<file path="src/rtl/vlf_cfg.svh">
// Purpose: Constants for the output limit and over-voltage fault block
// Assumes: 20 MHz clock, PMBus slave at a fixed 7-bit address
// Notes: Included by the top module and the host model
// Functional notes
// - Output target is clamped to the ceiling register value or the strap limit, whichever is lower.
// - A written ceiling never exceeds 115 percent of the strap voltage setting.
// - Margin high register value is the target during margin up.
// - Margin low register value is the target during margin down.
// - Target ramps at the linear slew rate in mode 000, else one LSB per ms, on margin or nominal changes.
// - Switching frequency register decodes from linear format in 1 kHz.
// - Phase_group_position upper nibble is group size, zero meaning sixteen.
// - Phase_group_position lower nibble is this rail's position in the group.
// - Output voltage is compared with the over-voltage threshold.
// - Every over-voltage fault pulls alert low and sets status.
// - Response code 10 disables output at once, then retries.
// - Restart attempts are limited by the three-bit retry field.
// - Retry count zero keeps output off until faults are cleared.
// - Retry count seven retries until disable or another fault.
// - Retry delay is retry time field plus one times 35 ms.
// - Retry delay spans 35 ms to 280 ms in 35 ms steps.
// - Voltage values use the mode exponent; mode 000 is linear.
// - Fault_flag_reset_cmd command resets status and the latched off state.
`ifndef VLF_CFG_SVH
`define VLF_CFG_SVH
`define VLF_CLK_HZ     20000000
`define VLF_MS_CYCLES  (`VLF_CLK_HZ / 1000)
`define VLF_RETRY_MS   35
`define VLF_CEIL_PCT   115
`define VLF_PCT        100
`define VLF_ADDR       7'h20
`define VLF_CMD_CLR    8'h03
`define VLF_CMD_CEIL   8'h24
`define VLF_CMD_MHI    8'h25
`define VLF_CMD_MLO    8'h26
`define VLF_CMD_RATE   8'h27
`define VLF_CMD_DROOP  8'h28
`define VLF_CMD_FSW    8'h33
`define VLF_CMD_ILV    8'h37
`define VLF_CMD_OVTH   8'h40
`define VLF_CMD_RSP    8'h41
`define VLF_CMD_STAT   8'h7a
`define VLF_RSP_ACT    7:6
`define VLF_RSP_CNT    5:3
`define VLF_RSP_TIME   2:0
`define VLF_ILV_NUM    7:4
`define VLF_ILV_POS    3:0
`define VLF_MODE_EXP   4:0
`define VLF_MODE_SEL   7:5
`define VLF_ACT_RETRY  2'h2
`define VLF_RTY_NONE   3'h0
`define VLF_RTY_INF    3'h7
`define VLF_MODE_LIN   3'h0
`define VLF_RST_CEIL   16'hffff
`define VLF_RST_OVTH   16'hffff
`define VLF_RST_RSP    8'h80
`define VLF_RST_WORD   16'h0000
`endif

</file>
<file path="src/rtl/vlf_pkg.sv">
// Purpose: Types shared by the limit and fault block
// Assumes: Nothing beyond the constants header
// Notes: States and the 16-bit data word
package vlf_pkg;
  typedef logic [15:0] vlf_word_t;
  typedef enum logic [2:0] {
    B_IDLE, B_ADDR, B_CMD, B_WR, B_ACK, B_RD, B_MACK
  } vlf_bus_t;
  typedef enum logic [1:0] {P_OFF, P_RUN, P_WAIT, P_LATCH} vlf_pwr_t;
endpackage

</file>
<file path="src/rtl/vlf_tmr_if.sv">
// Purpose: Millisecond tick and retry delay signals
// Assumes: One clock for all users
// Notes: Top drives start and length
`timescale 1ns/1ns
interface vlf_tmr_if;
  logic       tick;
  logic       start;
  logic [8:0] len_ms;
  logic       done;
  modport tk (input start, output tick);
  modport tm (input tick, start, len_ms, output done);
endinterface

</file>
<file path="src/rtl/vlf_tick.sv">
// Purpose: Millisecond enable pulse from the system clock
// Assumes: DIV cycles per millisecond
// Notes: Restarted by a delay start for exact spacing
`timescale 1ns/1ns
module vlf_tick #(
  parameter int unsigned DIV = 20000
) (
  input wire logic clk_i,
  input wire logic srst_i,
  vlf_tmr_if.tk    tk
);
  localparam int CW = $clog2(DIV + 1);
  logic [CW-1:0] cnt_r;

  always_ff @(posedge clk_i) begin
    if (srst_i || tk.start) begin
      cnt_r   <= '0;
      tk.tick <= 1'b0;
    end else if (cnt_r == CW'(DIV - 1)) begin
      cnt_r   <= '0;
      tk.tick <= 1'b1;
    end else begin
      cnt_r   <= cnt_r + 1'b1;
      tk.tick <= 1'b0;
    end
  end
endmodule

</file>
<file path="src/rtl/vlf_delay.sv">
// Purpose: Retry delay counted in millisecond ticks
// Assumes: Length loaded with start, at least one
// Notes: Done is a one-cycle pulse
`timescale 1ns/1ns
module vlf_delay (
  input wire logic clk_i,
  input wire logic srst_i,
  vlf_tmr_if.tm    tm
);
  logic [8:0] cnt_r;

  always_ff @(posedge clk_i) begin
    if (srst_i) begin
      cnt_r   <= 9'h000;
      tm.done <= 1'b0;
    end else if (tm.start) begin
      cnt_r   <= tm.len_ms;
      tm.done <= 1'b0;
    end else begin
      tm.done <= tm.tick && (cnt_r == 9'h001);
      if (tm.tick && (cnt_r != 9'h000))
        cnt_r <= cnt_r - 9'h001;
    end
  end
endmodule

</file>
<file path="src/rtl/vlf_top.sv">
// Purpose: Output limit, margin, slew and over-voltage fault response
// Assumes: Measured and commanded voltages share the mode format
// Notes: Registers reached over PMBus pins only
`timescale 1ns/1ns
`include "vlf_cfg.svh"
module vlf_top #(
  parameter int unsigned MS_CYC = `VLF_MS_CYCLES
) (
  input  wire logic              clk_i,
  input  wire logic              srst_i,
  input  wire logic              scl_i,
  input  wire logic              sda_i,
  output logic                   sda_o,
  output logic                   sda_oe_o,
  output logic                   alert_line_n_o,
  input  wire vlf_pkg::vlf_word_t vout_cmd_i,
  input  wire vlf_pkg::vlf_word_t vout_meas_i,
  input  wire vlf_pkg::vlf_word_t voltage_strap_pin_i,
  input  wire logic [7:0]        vout_mode_i,
  input  wire logic              margin_hi_i,
  input  wire logic              margin_lo_i,
  input  wire logic              output_en_i,
  input  wire logic              other_fault_i,
  output vlf_pkg::vlf_word_t     vout_target_o,
  output vlf_pkg::vlf_word_t     load_line_o,
  output vlf_pkg::vlf_word_t     fsw_khz_o,
  output logic [4:0]             group_size_o,
  output logic [3:0]             phase_pos_o,
  output logic                   out_on_o,
  output logic                   ov_fault_o
);
  import vlf_pkg::*;

  logic [1:0] scl_s_r;
  logic [1:0] sda_s_r;
  logic       scl_d_r;
  logic       sda_d_r;
  vlf_word_t  strap_s1_r;
  vlf_word_t  strap_s2_r;
  vlf_word_t  strap_r;
  vlf_word_t  strap_lim_r;
  logic [23:0] lim_w;
  vlf_bus_t   st_r;
  vlf_bus_t   nxt_r;
  logic [7:0] sh_r;
  logic [3:0] bit_r;
  logic [7:0] cmd_r;
  vlf_word_t  wb_r;
  logic [1:0] nw_r;
  logic [1:0] nr_r;
  logic       rw_r;
  logic       cmd_ok_r;
  logic       sda_oe_r;
  logic       wr_go_r;
  logic       clr_go_r;
  vlf_word_t  ceil_r;
  vlf_word_t  mhi_r;
  vlf_word_t  mlo_r;
  vlf_word_t  rate_r;
  vlf_word_t  droop_r;
  vlf_word_t  fsw_r;
  vlf_word_t  ilv_r;
  vlf_word_t  ovth_r;
  logic [7:0] rsp_r;
  vlf_word_t  rd_w;
  logic [7:0] tx_w;
  vlf_word_t  ceil_eff_w;
  vlf_word_t  raw_w;
  vlf_word_t  goal_w;
  vlf_word_t  step_w;
  vlf_word_t  target_r;
  logic signed [6:0] adj_w;
  vlf_pwr_t   pwr_r;
  logic [2:0] cnt_r;
  logic       out_on_r;
  logic       ov_stat_r;
  logic       alert_n_r;
  logic       ov_now_w;
  logic       scl_w;
  logic       sda_w;
  logic       scl_rise_w;
  logic       scl_fall_w;
  logic       start_w;
  logic       stop_w;
  logic       start_r;
  logic [8:0] len_r;
  vlf_tmr_if  tif ();

  function automatic vlf_word_t lin_dec(input vlf_word_t v,
                                        input logic signed [6:0] adj);
    logic signed [6:0] e;
    logic [31:0]       m;
    e = $signed({{2{v[15]}}, v[15:11]}) + adj;
    m = {21'h00_0000, v[10:0]};
    lin_dec = 16'h0000;
    if (v[10])
      lin_dec = 16'h0000;
    else if (e > 7'sh0f)
      lin_dec = 16'hffff;
    else if (e >= 7'sh00) begin
      m = m << e[3:0];
      lin_dec = (|m[31:16]) ? 16'hffff : m[15:0];
    end else if (e > -7'sh10) begin
      m = m >> 4'(-e);
      lin_dec = m[15:0];
    end
  endfunction

  function automatic logic cmd_known(input logic [7:0] c);
    case (c)
      `VLF_CMD_CLR, `VLF_CMD_CEIL, `VLF_CMD_MHI, `VLF_CMD_MLO,
      `VLF_CMD_RATE, `VLF_CMD_DROOP, `VLF_CMD_FSW, `VLF_CMD_ILV,
      `VLF_CMD_OVTH, `VLF_CMD_RSP, `VLF_CMD_STAT: cmd_known = 1'b1;
      default: cmd_known = 1'b0;
    endcase
  endfunction

  // Pin synchronisers
  always_ff @(posedge clk_i) begin
    if (srst_i) begin
      scl_s_r <= 2'h3;
      sda_s_r <= 2'h3;
      scl_d_r <= 1'b1;
      sda_d_r <= 1'b1;
    end else begin
      scl_s_r <= {scl_s_r[0], scl_i};
      sda_s_r <= {sda_s_r[0], sda_i};
      scl_d_r <= scl_s_r[1];
      sda_d_r <= sda_s_r[1];
    end
  end

  assign scl_w      = scl_s_r[1];
  assign sda_w      = sda_s_r[1];
  assign scl_rise_w = scl_w & ~scl_d_r;
  assign scl_fall_w = ~scl_w & scl_d_r;
  assign start_w    = scl_w & scl_d_r & sda_d_r & ~sda_w;
  assign stop_w     = scl_w & scl_d_r & ~sda_d_r & sda_w;

  // Strap caught while reset is held
  always_ff @(posedge clk_i) begin
    strap_s1_r <= voltage_strap_pin_i;
    strap_s2_r <= strap_s1_r;
    if (srst_i)
      strap_r <= strap_s2_r;
  end

  assign lim_w = (24'(strap_r) * 24'(`VLF_CEIL_PCT)) / 24'(`VLF_PCT);

  always_ff @(posedge clk_i) begin
    strap_lim_r <= (|lim_w[23:16]) ? 16'hffff : lim_w[15:0];
  end

  // Read data
  always_comb begin
    case (cmd_r)
      `VLF_CMD_CEIL:  rd_w = ceil_r;
      `VLF_CMD_MHI:   rd_w = mhi_r;
      `VLF_CMD_MLO:   rd_w = mlo_r;
      `VLF_CMD_RATE:  rd_w = rate_r;
      `VLF_CMD_DROOP: rd_w = droop_r;
      `VLF_CMD_FSW:   rd_w = fsw_r;
      `VLF_CMD_ILV:   rd_w = ilv_r;
      `VLF_CMD_OVTH:  rd_w = ovth_r;
      `VLF_CMD_RSP:   rd_w = {8'h00, rsp_r};
      `VLF_CMD_STAT:  rd_w = {8'h00, ov_stat_r, 7'h00};
      default:        rd_w = 16'h0000;
    endcase
  end

  assign tx_w = nr_r[0] ? rd_w[15:8] : rd_w[7:0];

  // PMBus slave
  always_ff @(posedge clk_i) begin
    if (srst_i) begin
      st_r     <= B_IDLE;
      nxt_r    <= B_IDLE;
      sh_r     <= 8'h00;
      bit_r    <= 4'h0;
      cmd_r    <= 8'h00;
      wb_r     <= 16'h0000;
      nw_r     <= 2'h0;
      nr_r     <= 2'h0;
      rw_r     <= 1'b0;
      cmd_ok_r <= 1'b0;
      sda_oe_r <= 1'b0;
      wr_go_r  <= 1'b0;
      clr_go_r <= 1'b0;
    end else begin
      wr_go_r  <= 1'b0;
      clr_go_r <= 1'b0;
      if (stop_w) begin
        st_r     <= B_IDLE;
        sda_oe_r <= 1'b0;
        cmd_ok_r <= 1'b0;
        if (cmd_ok_r && !rw_r) begin
          if (cmd_r == `VLF_CMD_CLR)
            clr_go_r <= (nw_r == 2'h0);
          else if (cmd_r == `VLF_CMD_RSP || cmd_r == `VLF_CMD_STAT)
            wr_go_r <= (nw_r == 2'h1);
          else
            wr_go_r <= (nw_r == 2'h2);
        end
      end else if (start_w) begin
        st_r     <= B_ADDR;
        bit_r    <= 4'h0;
        sda_oe_r <= 1'b0;
        nw_r     <= 2'h0;
        nr_r     <= 2'h0;
      end else if (scl_rise_w) begin
        case (st_r)
          B_ADDR, B_CMD, B_WR: begin
            if (bit_r < 4'h8) begin
              sh_r  <= {sh_r[6:0], sda_w};
              bit_r <= bit_r + 4'h1;
            end
          end
          B_MACK: begin
            st_r  <= sda_w ? B_IDLE : B_ACK;
            nxt_r <= B_RD;
          end
          default: ;
        endcase
      end else if (scl_fall_w) begin
        case (st_r)
          B_ADDR: begin
            if (bit_r == 4'h8) begin
              if (sh_r[7:1] == `VLF_ADDR && (!sh_r[0] || cmd_ok_r)) begin
                sda_oe_r <= 1'b1;
                rw_r     <= sh_r[0];
                nxt_r    <= sh_r[0] ? B_RD : B_CMD;
                st_r     <= B_ACK;
                if (!sh_r[0])
                  cmd_ok_r <= 1'b0;
              end else
                st_r <= B_IDLE;
            end
          end
          B_CMD: begin
            if (bit_r == 4'h8) begin
              if (cmd_known(sh_r)) begin
                cmd_r    <= sh_r;
                cmd_ok_r <= 1'b1;
                sda_oe_r <= 1'b1;
                nxt_r    <= B_WR;
                st_r     <= B_ACK;
              end else
                st_r <= B_IDLE;
            end
          end
          B_WR: begin
            if (bit_r == 4'h8) begin
              wb_r     <= {sh_r, wb_r[15:8]};
              nw_r     <= (nw_r == 2'h3) ? nw_r : nw_r + 2'h1;
              sda_oe_r <= 1'b1;
              nxt_r    <= B_WR;
              st_r     <= B_ACK;
            end
          end
          B_ACK: begin
            st_r     <= nxt_r;
            bit_r    <= 4'h0;
            sda_oe_r <= 1'b0;
            if (nxt_r == B_RD) begin
              sh_r     <= tx_w;
              sda_oe_r <= ~tx_w[7];
              bit_r    <= 4'h1;
            end
          end
          B_RD: begin
            if (bit_r == 4'h8) begin
              sda_oe_r <= 1'b0;
              nr_r     <= nr_r + 2'h1;
              st_r     <= B_MACK;
            end else begin
              sda_oe_r <= ~sh_r[6];
              sh_r     <= {sh_r[6:0], 1'b0};
              bit_r    <= bit_r + 4'h1;
            end
          end
          default: ;
        endcase
      end
    end
  end

  assign sda_o    = 1'b0;
  assign sda_oe_o = sda_oe_r;

  // Configuration registers
  always_ff @(posedge clk_i) begin
    if (srst_i) begin
      ceil_r  <= `VLF_RST_CEIL;
      mhi_r   <= `VLF_RST_WORD;
      mlo_r   <= `VLF_RST_WORD;
      rate_r  <= `VLF_RST_WORD;
      droop_r <= `VLF_RST_WORD;
      fsw_r   <= `VLF_RST_WORD;
      ilv_r   <= `VLF_RST_WORD;
      ovth_r  <= `VLF_RST_OVTH;
      rsp_r   <= `VLF_RST_RSP;
    end else if (wr_go_r) begin
      case (cmd_r)
        `VLF_CMD_CEIL:  ceil_r <= (wb_r > strap_lim_r) ? strap_lim_r : wb_r;
        `VLF_CMD_MHI:   mhi_r   <= wb_r;
        `VLF_CMD_MLO:   mlo_r   <= wb_r;
        `VLF_CMD_RATE:  rate_r  <= wb_r;
        `VLF_CMD_DROOP: droop_r <= wb_r;
        `VLF_CMD_FSW:   fsw_r   <= wb_r;
        `VLF_CMD_ILV:   ilv_r   <= wb_r;
        `VLF_CMD_OVTH:  ovth_r  <= wb_r;
        `VLF_CMD_RSP:   rsp_r   <= wb_r[15:8];
        default: ;
      endcase
    end
  end

  // Target selection and clamp
  assign ceil_eff_w = (ceil_r < strap_lim_r) ? ceil_r : strap_lim_r;
  assign raw_w = margin_hi_i ? mhi_r : (margin_lo_i ? mlo_r : vout_cmd_i);
  assign goal_w = (raw_w > ceil_eff_w) ? ceil_eff_w : raw_w;
  assign adj_w = -$signed({{2{vout_mode_i[4]}}, vout_mode_i[`VLF_MODE_EXP]});

  always_comb begin
    step_w = 16'h0001;
    if (vout_mode_i[`VLF_MODE_SEL] == `VLF_MODE_LIN)
      step_w = lin_dec(rate_r, adj_w);
    if (step_w == 16'h0000)
      step_w = 16'h0001;
  end

  // Slew toward the goal once per millisecond
  always_ff @(posedge clk_i) begin
    if (srst_i)
      target_r <= 16'h0000;
    else if (tif.tick) begin
      if (goal_w > target_r)
        target_r <= (goal_w - target_r > step_w) ? target_r + step_w : goal_w;
      else if (goal_w < target_r)
        target_r <= (target_r - goal_w > step_w) ? target_r - step_w : goal_w;
    end
  end

  // Decoded configuration outputs
  always_ff @(posedge clk_i) begin
    if (srst_i) begin
      fsw_khz_o    <= 16'h0000;
      group_size_o <= 5'h10;
      phase_pos_o  <= 4'h0;
      load_line_o  <= 16'h0000;
    end else begin
      fsw_khz_o    <= lin_dec(fsw_r, 7'sh00);
      group_size_o <= {ilv_r[`VLF_ILV_NUM] == 4'h0, ilv_r[`VLF_ILV_NUM]};
      phase_pos_o  <= ilv_r[`VLF_ILV_POS];
      load_line_o  <= droop_r;
    end
  end

  assign ov_now_w = out_on_r && (vout_meas_i > ovth_r);

  // Fault response
  always_ff @(posedge clk_i) begin
    if (srst_i) begin
      pwr_r    <= P_OFF;
      out_on_r <= 1'b0;
      cnt_r    <= 3'h0;
      start_r  <= 1'b0;
      len_r    <= 9'h000;
    end else begin
      start_r <= 1'b0;
      if (pwr_r != P_LATCH && (!output_en_i || other_fault_i)) begin
        pwr_r    <= P_OFF;
        out_on_r <= 1'b0;
        cnt_r    <= 3'h0;
      end else begin
        case (pwr_r)
          P_OFF: begin
            pwr_r    <= P_RUN;
            out_on_r <= 1'b1;
            if (clr_go_r)
              cnt_r <= 3'h0;
          end
          P_RUN: begin
            if (ov_now_w && rsp_r[`VLF_RSP_ACT] == `VLF_ACT_RETRY) begin
              out_on_r <= 1'b0;
              if (rsp_r[`VLF_RSP_CNT] == `VLF_RTY_NONE)
                pwr_r <= P_LATCH;
              else if (rsp_r[`VLF_RSP_CNT] != `VLF_RTY_INF &&
                       cnt_r == rsp_r[`VLF_RSP_CNT])
                pwr_r <= P_LATCH;
              else begin
                pwr_r   <= P_WAIT;
                start_r <= 1'b1;
                len_r   <= 9'((9'(rsp_r[`VLF_RSP_TIME]) + 9'h001) *
                              9'(`VLF_RETRY_MS));
              end
            end else if (clr_go_r)
              cnt_r <= 3'h0;
          end
          P_WAIT: begin
            if (tif.done) begin
              pwr_r    <= P_RUN;
              out_on_r <= 1'b1;
              if (rsp_r[`VLF_RSP_CNT] != `VLF_RTY_INF)
                cnt_r <= cnt_r + 3'h1;
            end
          end
          P_LATCH: begin
            if (clr_go_r) begin
              pwr_r <= P_OFF;
              cnt_r <= 3'h0;
            end
          end
          default: pwr_r <= P_OFF;
        endcase
      end
    end
  end

  // Sticky fault status and alert, set wins over clear
  always_ff @(posedge clk_i) begin
    if (srst_i) begin
      ov_stat_r <= 1'b0;
      alert_n_r <= 1'b1;
    end else begin
      ov_stat_r <= ov_now_w | (ov_stat_r & ~clr_go_r);
      alert_n_r <= ~(ov_now_w | (ov_stat_r & ~clr_go_r));
    end
  end

  assign tif.start      = start_r;
  assign tif.len_ms     = len_r;
  assign vout_target_o  = target_r;
  assign out_on_o       = out_on_r;
  assign ov_fault_o     = ov_stat_r;
  assign alert_line_n_o = alert_n_r;

  vlf_tick #(.DIV(MS_CYC)) u_tick (
    .clk_i  (clk_i),
    .srst_i (srst_i),
    .tk     (tif)
  );

  vlf_delay u_delay (
    .clk_i  (clk_i),
    .srst_i (srst_i),
    .tm     (tif)
  );
endmodule

</file>
<file path="config.mk">
export PLATFORM = sky130hd
export DESIGN_NAME = vlf_top
export DESIGN_NICKNAME = d
export VERILOG_FILES = /design/src/rtl/vlf_pkg.sv /design/src/rtl/vlf_tmr_if.sv /design/src/rtl/vlf_tick.sv /design/src/rtl/vlf_delay.sv /design/src/rtl/vlf_top.sv
export VERILOG_INCLUDE_DIRS = /design/src /design/src/rtl
export SDC_FILE = /design/constraint.sdc
export NUM_CORES = 1
export LEC_CHECK = 0
export ABC_CLOCK_PERIOD_IN_PS = 31400
export CAP_MARGIN = 10
export CORE_ASPECT_RATIO = 1.5
export CORE_MARGIN = 3
export CORE_UTILIZATION = 56
export CTS_CLUSTER_SIZE = 14
export DETAILED_ROUTE_END_ITERATION = 8
export DONT_BUFFER_PORTS = 1
export PLACE_DENSITY = 0.71
export SLEW_MARGIN = 20
export SYNTH_ARGS = -nofsm -noshare
export SYNTH_HDL_FRONTEND = slang
export SYNTH_SLANG_ARGS = --single-unit
</file>
<file path="constraint.sdc">
create_clock -name clk_i -period 31.4 [get_ports clk_i]
set_input_delay 0 -clock clk_i [delete_from_list [all_inputs] [get_ports clk_i]]
set_output_delay 0 -clock clk_i [all_outputs]
set_load 0.1 [all_outputs]
</file>
==> results.json, run 1 <==
{
  "synthXorXnorAreaFrac": 0.0402,
  "ys_async_sr_fraction": 0,
  "cp.required_ps": 31850,
  "cts_tree": "done",
  "ys_top_cells_by_area": "dfxtp_1 25%, ha_1 11%, a21oi_1 7.4%",
  "rsz0062_at_grt": "no",
  "chipWidth_um": 188,
  "endpoint_kind": "flop",
  "fin_area_sq_um": 30000,
  "drc": 0,
  "outcome": "completed",
  "grt_use_total": 0.330,
  "dpl.hpwl_um": 66600,
  "cts_root_buffer": "clkbuf_16",
  "placed_cell_area_sq_um": 28100,
  "cts_resized": 0,
  "finalHoldViolations": 0,
  "multiInputGateArea_sq_um": 18900,
  "drt_wl_total_um": 89500,
  "drtIter0Drc": 1999,
  "synth_edf_count": 16,
  "hold_class": "in -> reg",
  "worstPathMaxFanout": 13,
  "grt_max_degree": 226,
  "period_needed_ps": 14970,
  "setup_viol": 0,
  "skew_ps": 37.2,
  "cts.reportedPaths.clkPinSlew_ps": 60,
  "clock.fmax_mhz": 66.8,
  "numCtsBuffers": 38,
  "cap_violations": 0,
  "syn_nets": 3918,
  "critPathSlowestCell": "xor2_1",
  "worstHoldStart": "srst_i",
  "antenna_found_initial": 7,
  "synth.area.mux_share": 0.0455,
  "wire_per_inst_um": 21.4,
  "fin_nets": 3840,
  "slew_viol_final": 0,
  "grt_pass1_wl_um": 140000,
  "grt_pass1_vias": 26000,
  "synth_warnings": 0,
  "cts.sinks": 357,
  "die_h_um": 279,
  "yosysUniqueCellTypes": 120,
  "seqCellArea_sq_um": 7310,
  "syn_area_sq_um": 27800,
  "clk_latency_ps": 580,
  "start_util": 0.569,
  "synth_top_cell_by_area": "dfxtp_1",
  "io_buffer_count": 0,
  "synth_top_family_by_area": "compound AO/OA/AOI/OAI gates",
  "reg2reg_from": "strap_r[5]$_DFFE_PP_",
  "synthSimpleGateAreaFrac": 0.201,
  "critical_path_class": "reg -> reg",
  "crit_arrival_ps": 15420,
  "synth_seq_area_share": 0.263,
  "syn_inst": 3569,
  "postCtsSetupRepairBufs": 0,
  "synth-compound-area-share": 0.249,
  "syn2layout_area_growth_pct": 7.71,
  "max_slew_margin": 0.149,
  "first_pass_iters": 6,
  "core_area_sq_um": 48900,
  "num_vias": 26800,
  "vias_per_cell": 6.40,
  "post-route-period-util": 0.477,
  "dieArea_sq_um": 52500,
  "slowest_delay_ps": 760,
  "avgSynthCellArea_sq_um": 7.80,
  "tns_ps": 0,
  "synth_top_area_share": 0.245,
  "h-tree-depth": 2,
  "worst_pin_slew_ps": 1280,
  "postRouteAntennaNets": 0,
  "rows": 99,
  "synth_fa_ha_area_frac": 0.142,
  "place.gp.congestion": 0.957,
  "synth-seq-cells": 357,
  "cp_common_cell": "inv_1",
  "io_pins": 126,
  "drive_above_1_share": 0.0628,
  "clk_path_buf_depth": 3,
  "synth_ff_type": "dfxtp_1",
  "grt-ovfl-total": 0,
  "cp-start-kind": "flop",
  "n_fill_cell": 4438,
  "startpoint": "strap_r[5]$_DFFE_PP_"
}
-- worst paths after layout --
| path | to | slack [ps] | cells past startpoint |
|---|---|---|---|
| max | strap_lim_r[0]$_SDFF_PN1_ | 16430 | 47 |
| min | scl_s_r[0]$_SDFF_PP1_ | 60 | 2 |
| max reg2reg | strap_lim_r[0]$_SDFF_PN1_ | 16430 | 47 |
| min reg2reg | strap_s2_r[13]$_DFF_P_ | 330 | 0 |
-- cell type report --
cell class	instances	share of cell area
multi-input cells	2782	0.630
flip-flops and latches	357	0.244
clock buffers	51	0.0353
inverters	232	0.0290
well taps	656	0.0274
repair buffers	80	0.0239
clock inverters	18	0.0106
diodes	5	0.000417
-- sequential cells by signal, indices dropped and copies added, names as in the netlist, 15 cells and up --
signal,count
ceil_r,16
droop_r,16
fsw_khz_o,16
fsw_r,16
ilv_r,16
load_line_o,16
mhi_r,16
mlo_r,16
ovth_r,16
rate_r,16
strap_lim_r,16
strap_r,16
strap_s1_r,16
strap_s2_r,16
u_tick.cnt_r,15
vout_target_o,16
wb_r,16
-- logic make-up after synthesis --
family / count (synthesis)
flip-flops: 357
other: 1
XOR/XNOR: 123
adder cells (fa/ha/maj): 291
multiplexers: 114
AO/OA/AOI/OAI: 1052
buffers and inverters: 430
AND/OR/NAND/NOR: 1201
-- routing by layer --
metal / GRT usage / share of wire
met4: 0.177 / 0.060
met2: 0.607 / 0.51
met3: 0.0480 / 0.065
met1: 0.364 / 0.37
met5: 0 / 0
-- layout by cell type, fill, tap and decap left out, types with 42 or more instances in the layout --
| cell | n |
|---|---|
| fa_1 | 42 |
| ha_1 | 243 |
| o21bai_1 | 47 |
| inv_1 | 229 |
| xor2_1 | 47 |
| a21oi_1 | 408 |
| xnor2_1 | 70 |
| nor3_1 | 60 |
| dfxtp_1 | 341 |
| o21ai_0 | 121 |
| nand3_1 | 77 |
| mux2i_1 | 78 |
| nor2b_1 | 63 |
| nand2_1 | 455 |
| a211oi_1 | 45 |
| o211ai_1 | 61 |
| nor2_1 | 309 |
-- stage by stage --
stage | setup slack, ps | hold WS, ps | utilization | cells
floorplan | 18870 | 27.7 | - | 3569
global placement | 17090 | 27.8 | 0.575 | 4065
detailed placement | 16620 | 27.8 | 0.575 | 4065
CTS | 16540 | 30.3 | 0.612 | 4174
global route | 15390 | 60.9 | 0.613 | 4180
finish | 16430 | 62.7 | 0.613 | 4181
-- what timing repair did --
item	4_1_cts	5_1_grt
endpoints found under the hold margin	252	0
hold buffers	40	0
setup endpoints to repair	0	0
-- cells in the mapped netlist (12+ instances only) --
library cell and count:
nand2_1 455, a21oi_1 409, dfxtp_1 341, nor2_1 309, ha_1 243, inv_1 229, clkbuf_1 169, o21ai_0 121
mux2i_1 78, nand3_1 77, xnor2_1 72, nor2b_1 63, nor3_1 61, o211ai_1 61, o21bai_1 47, xor2_1 47
a211oi_1 45, fa_1 42, a22oi_1 41, a221oi_1 40, nand2b_1 38, nand4_1 37, a31oi_1 34, a21o_1 32
mux2_2 28, and3_1 26, and2_1 23, o22ai_1 21, nor4_1 17, edfxtp_1 16, o21a_1 15, or2_2 14
o21ai_1 13, o31ai_1 13, a311oi_1 12, or3_1 12
-- critical path: cells and delay by family, from the launching register on --
family                     cells  cell delay, ps
muxes                          2             860
xor gates and xnor gates       4            1750
DFF                            1             410
adders and majority gates      7            2860
and+or+nand+nor                7            1630
buffers and inverters          4             450
AOI/OAI and AO/OA             23            6870
Power of run 1 is not shown: default switching activity piles up to over one toggle a cycle in this logic, so the estimate is an artifact.
==> inputs of run 2 (changes only) <==
- ABC_CLOCK_PERIOD_IN_PS: 31400 -> 14600
- clock period: 31.4 -> 14.6 ns (I/O delays scaled with it)
==> run 2 against run 1 <==
Compared with the run above: critical path depth increased by 1; clock skew decreased by 18 ps; die area unchanged; flip-flop and latch count unchanged; first-iteration DRC count increased by 8.0%; worst setup slack got worse by 16000 ps; critical path type unchanged; highest routed layer unchanged.
==> results.json, run 2 (same netlist as run 1, synthesis figures left out) <==
{
  "cp-start-kind": "flop",
  "io_pins": 126,
  "clock.fmax_mhz": 71.9,
  "worstPathMaxFanout": 10,
  "rows": 99,
  "drc": 0,
  "vias_per_cell": 6.36,
  "start_util": 0.569,
  "cp.required_ps": 15060,
  "period_needed_ps": 13910,
  "finalHoldViolations": 0,
  "slew_viol_final": 0,
  "h-tree-depth": 2,
  "critPathSlowestCell": "or4_4",
  "setup_ws_ps": 695,
  "n_fill_cell": 4385,
  "critical_path_class": "reg -> reg",
  "antenna_found_initial": 6,
  "grt_pass1_vias": 25500,
  "cts.sinks": 357,
  "grt-ovfl-total": 0,
  "skew_ps": 19.7,
  "setup_viol": 0,
  "cts_root_buffer": "clkbuf_16",
  "postRouteAntennaNets": 0,
  "core_area_sq_um": 48900,
  "outcome": "completed",
  "endpoint_kind": "flop",
  "worst_pin_slew_ps": 1320,
  "final_cell_mix": "455 x nand2_1, 406 x a21oi_1, 341 x dfxtp_1",
  "drive_above_1_share": 0.0685,
  "clk_path_buf_depth": 3,
  "cap_violations": 0,
  "numCtsBuffers": 37,
  "dpl.hpwl_um": 65800,
  "crit_arrival_ps": 14360,
  "drt_wl_total_um": 88700,
  "slowest_delay_ps": 530,
  "clk_latency_ps": 570,
  "cp_common_cell": "inv_1",
  "place.gp.congestion": 0.956,
  "cts_tree": "done",
  "post-route-period-util": 0.952,
  "layout_commonest_cell": "nand2_1",
  "dieArea_sq_um": 52500,
  "grt_max_degree": 226,
  "drtIter0Drc": 2158,
  "seqCellArea_sq_um": 7310,
  "wire_per_inst_um": 21.2,
  "io_buffer_count": 0,
  "syn2layout_area_growth_pct": 7.82,
  "chipWidth_um": 188,
  "grt_use_total": 0.322,
  "first_pass_iters": 8,
  "grt_pass1_wl_um": 137000,
  "fin_nets": 3842,
  "num_vias": 26600,
  "max_slew_margin": 0.119,
  "multiInputGateArea_sq_um": 19100,
  "die_h_um": 279,
  "cts.reportedPaths.clkPinSlew_ps": 60,
  "post-place-ws_ps": 316,
  "hold_class": "in -> reg"
}
[run 2: final cells by class]
cell class                 instances  area share
sequential                       357       0.243
inverter                         232      0.0290
multi-input combinational       2782       0.635
clock inverter                    14     0.00538
antenna                            4    0.000334
tap                              656      0.0274
clock buffer                      52      0.0348
timing repair buffer              83      0.0247
[run 2: critical path, delay by kind of cell (launching register included)]
kind	cells	cell delay, ps
buffers and inverters	5	500
flip-flops	1	490
AO/OA/AOI/OAI	19	5880
adder cells (fa/ha/maj)	7	2870
AND/OR/NAND/NOR	14	3250
XOR/XNOR	3	750
[run 2: path summary, 6_finish.rpt]
check	slack, ps	start	depth (start not counted)	to
max	690	strap_r[11]$_DFFE_PP_	48	strap_lim_r[0]$_SDFF_PN1_
min	70	srst_i	2	scl_s_r[0]$_SDFF_PP1_
min reg2reg	330	strap_s1_r[0]$_DFF_P_	0	strap_s2_r[0]$_DFF_P_
max reg2reg	690	strap_r[11]$_DFFE_PP_	48	strap_lim_r[0]$_SDFF_PN1_
[run 2: metrics by stage]
step | util | setup TNS (ps) | area (sq um) | std cells | hold WS [ps]
floorplan | - | 0 | 27800 | 3569 | 27.7
global placement | 0.575 | 0 | 28200 | 4066 | 27.8
detailed placement | 0.575 | 0 | 28200 | 4066 | 27.8
CTS | 0.609 | 0 | 29800 | 4172 | 44.7
global route | 0.613 | -29.3 | 30000 | 4179 | 81.6
finish | 0.613 | 0 | 30000 | 4180 | 73.6
[run 2: layer usage]
metal	up-vias	global-route usage	share of wire
li1	12600	-	-
met1	12700	0.361	0.37
met2	1000	0.588	0.51
met3	286	0.0428	0.060
met4	0	0.180	0.059
met5	-	0	0
[run 2: timing repair]
item,CTS,global route
hold endpoints to repair,252,0
setup endpoints to repair,0,2
resized for setup,0,33
setup buffers,0,4
hold buffers,40,0
Power of run 2 is left out for the same reason.
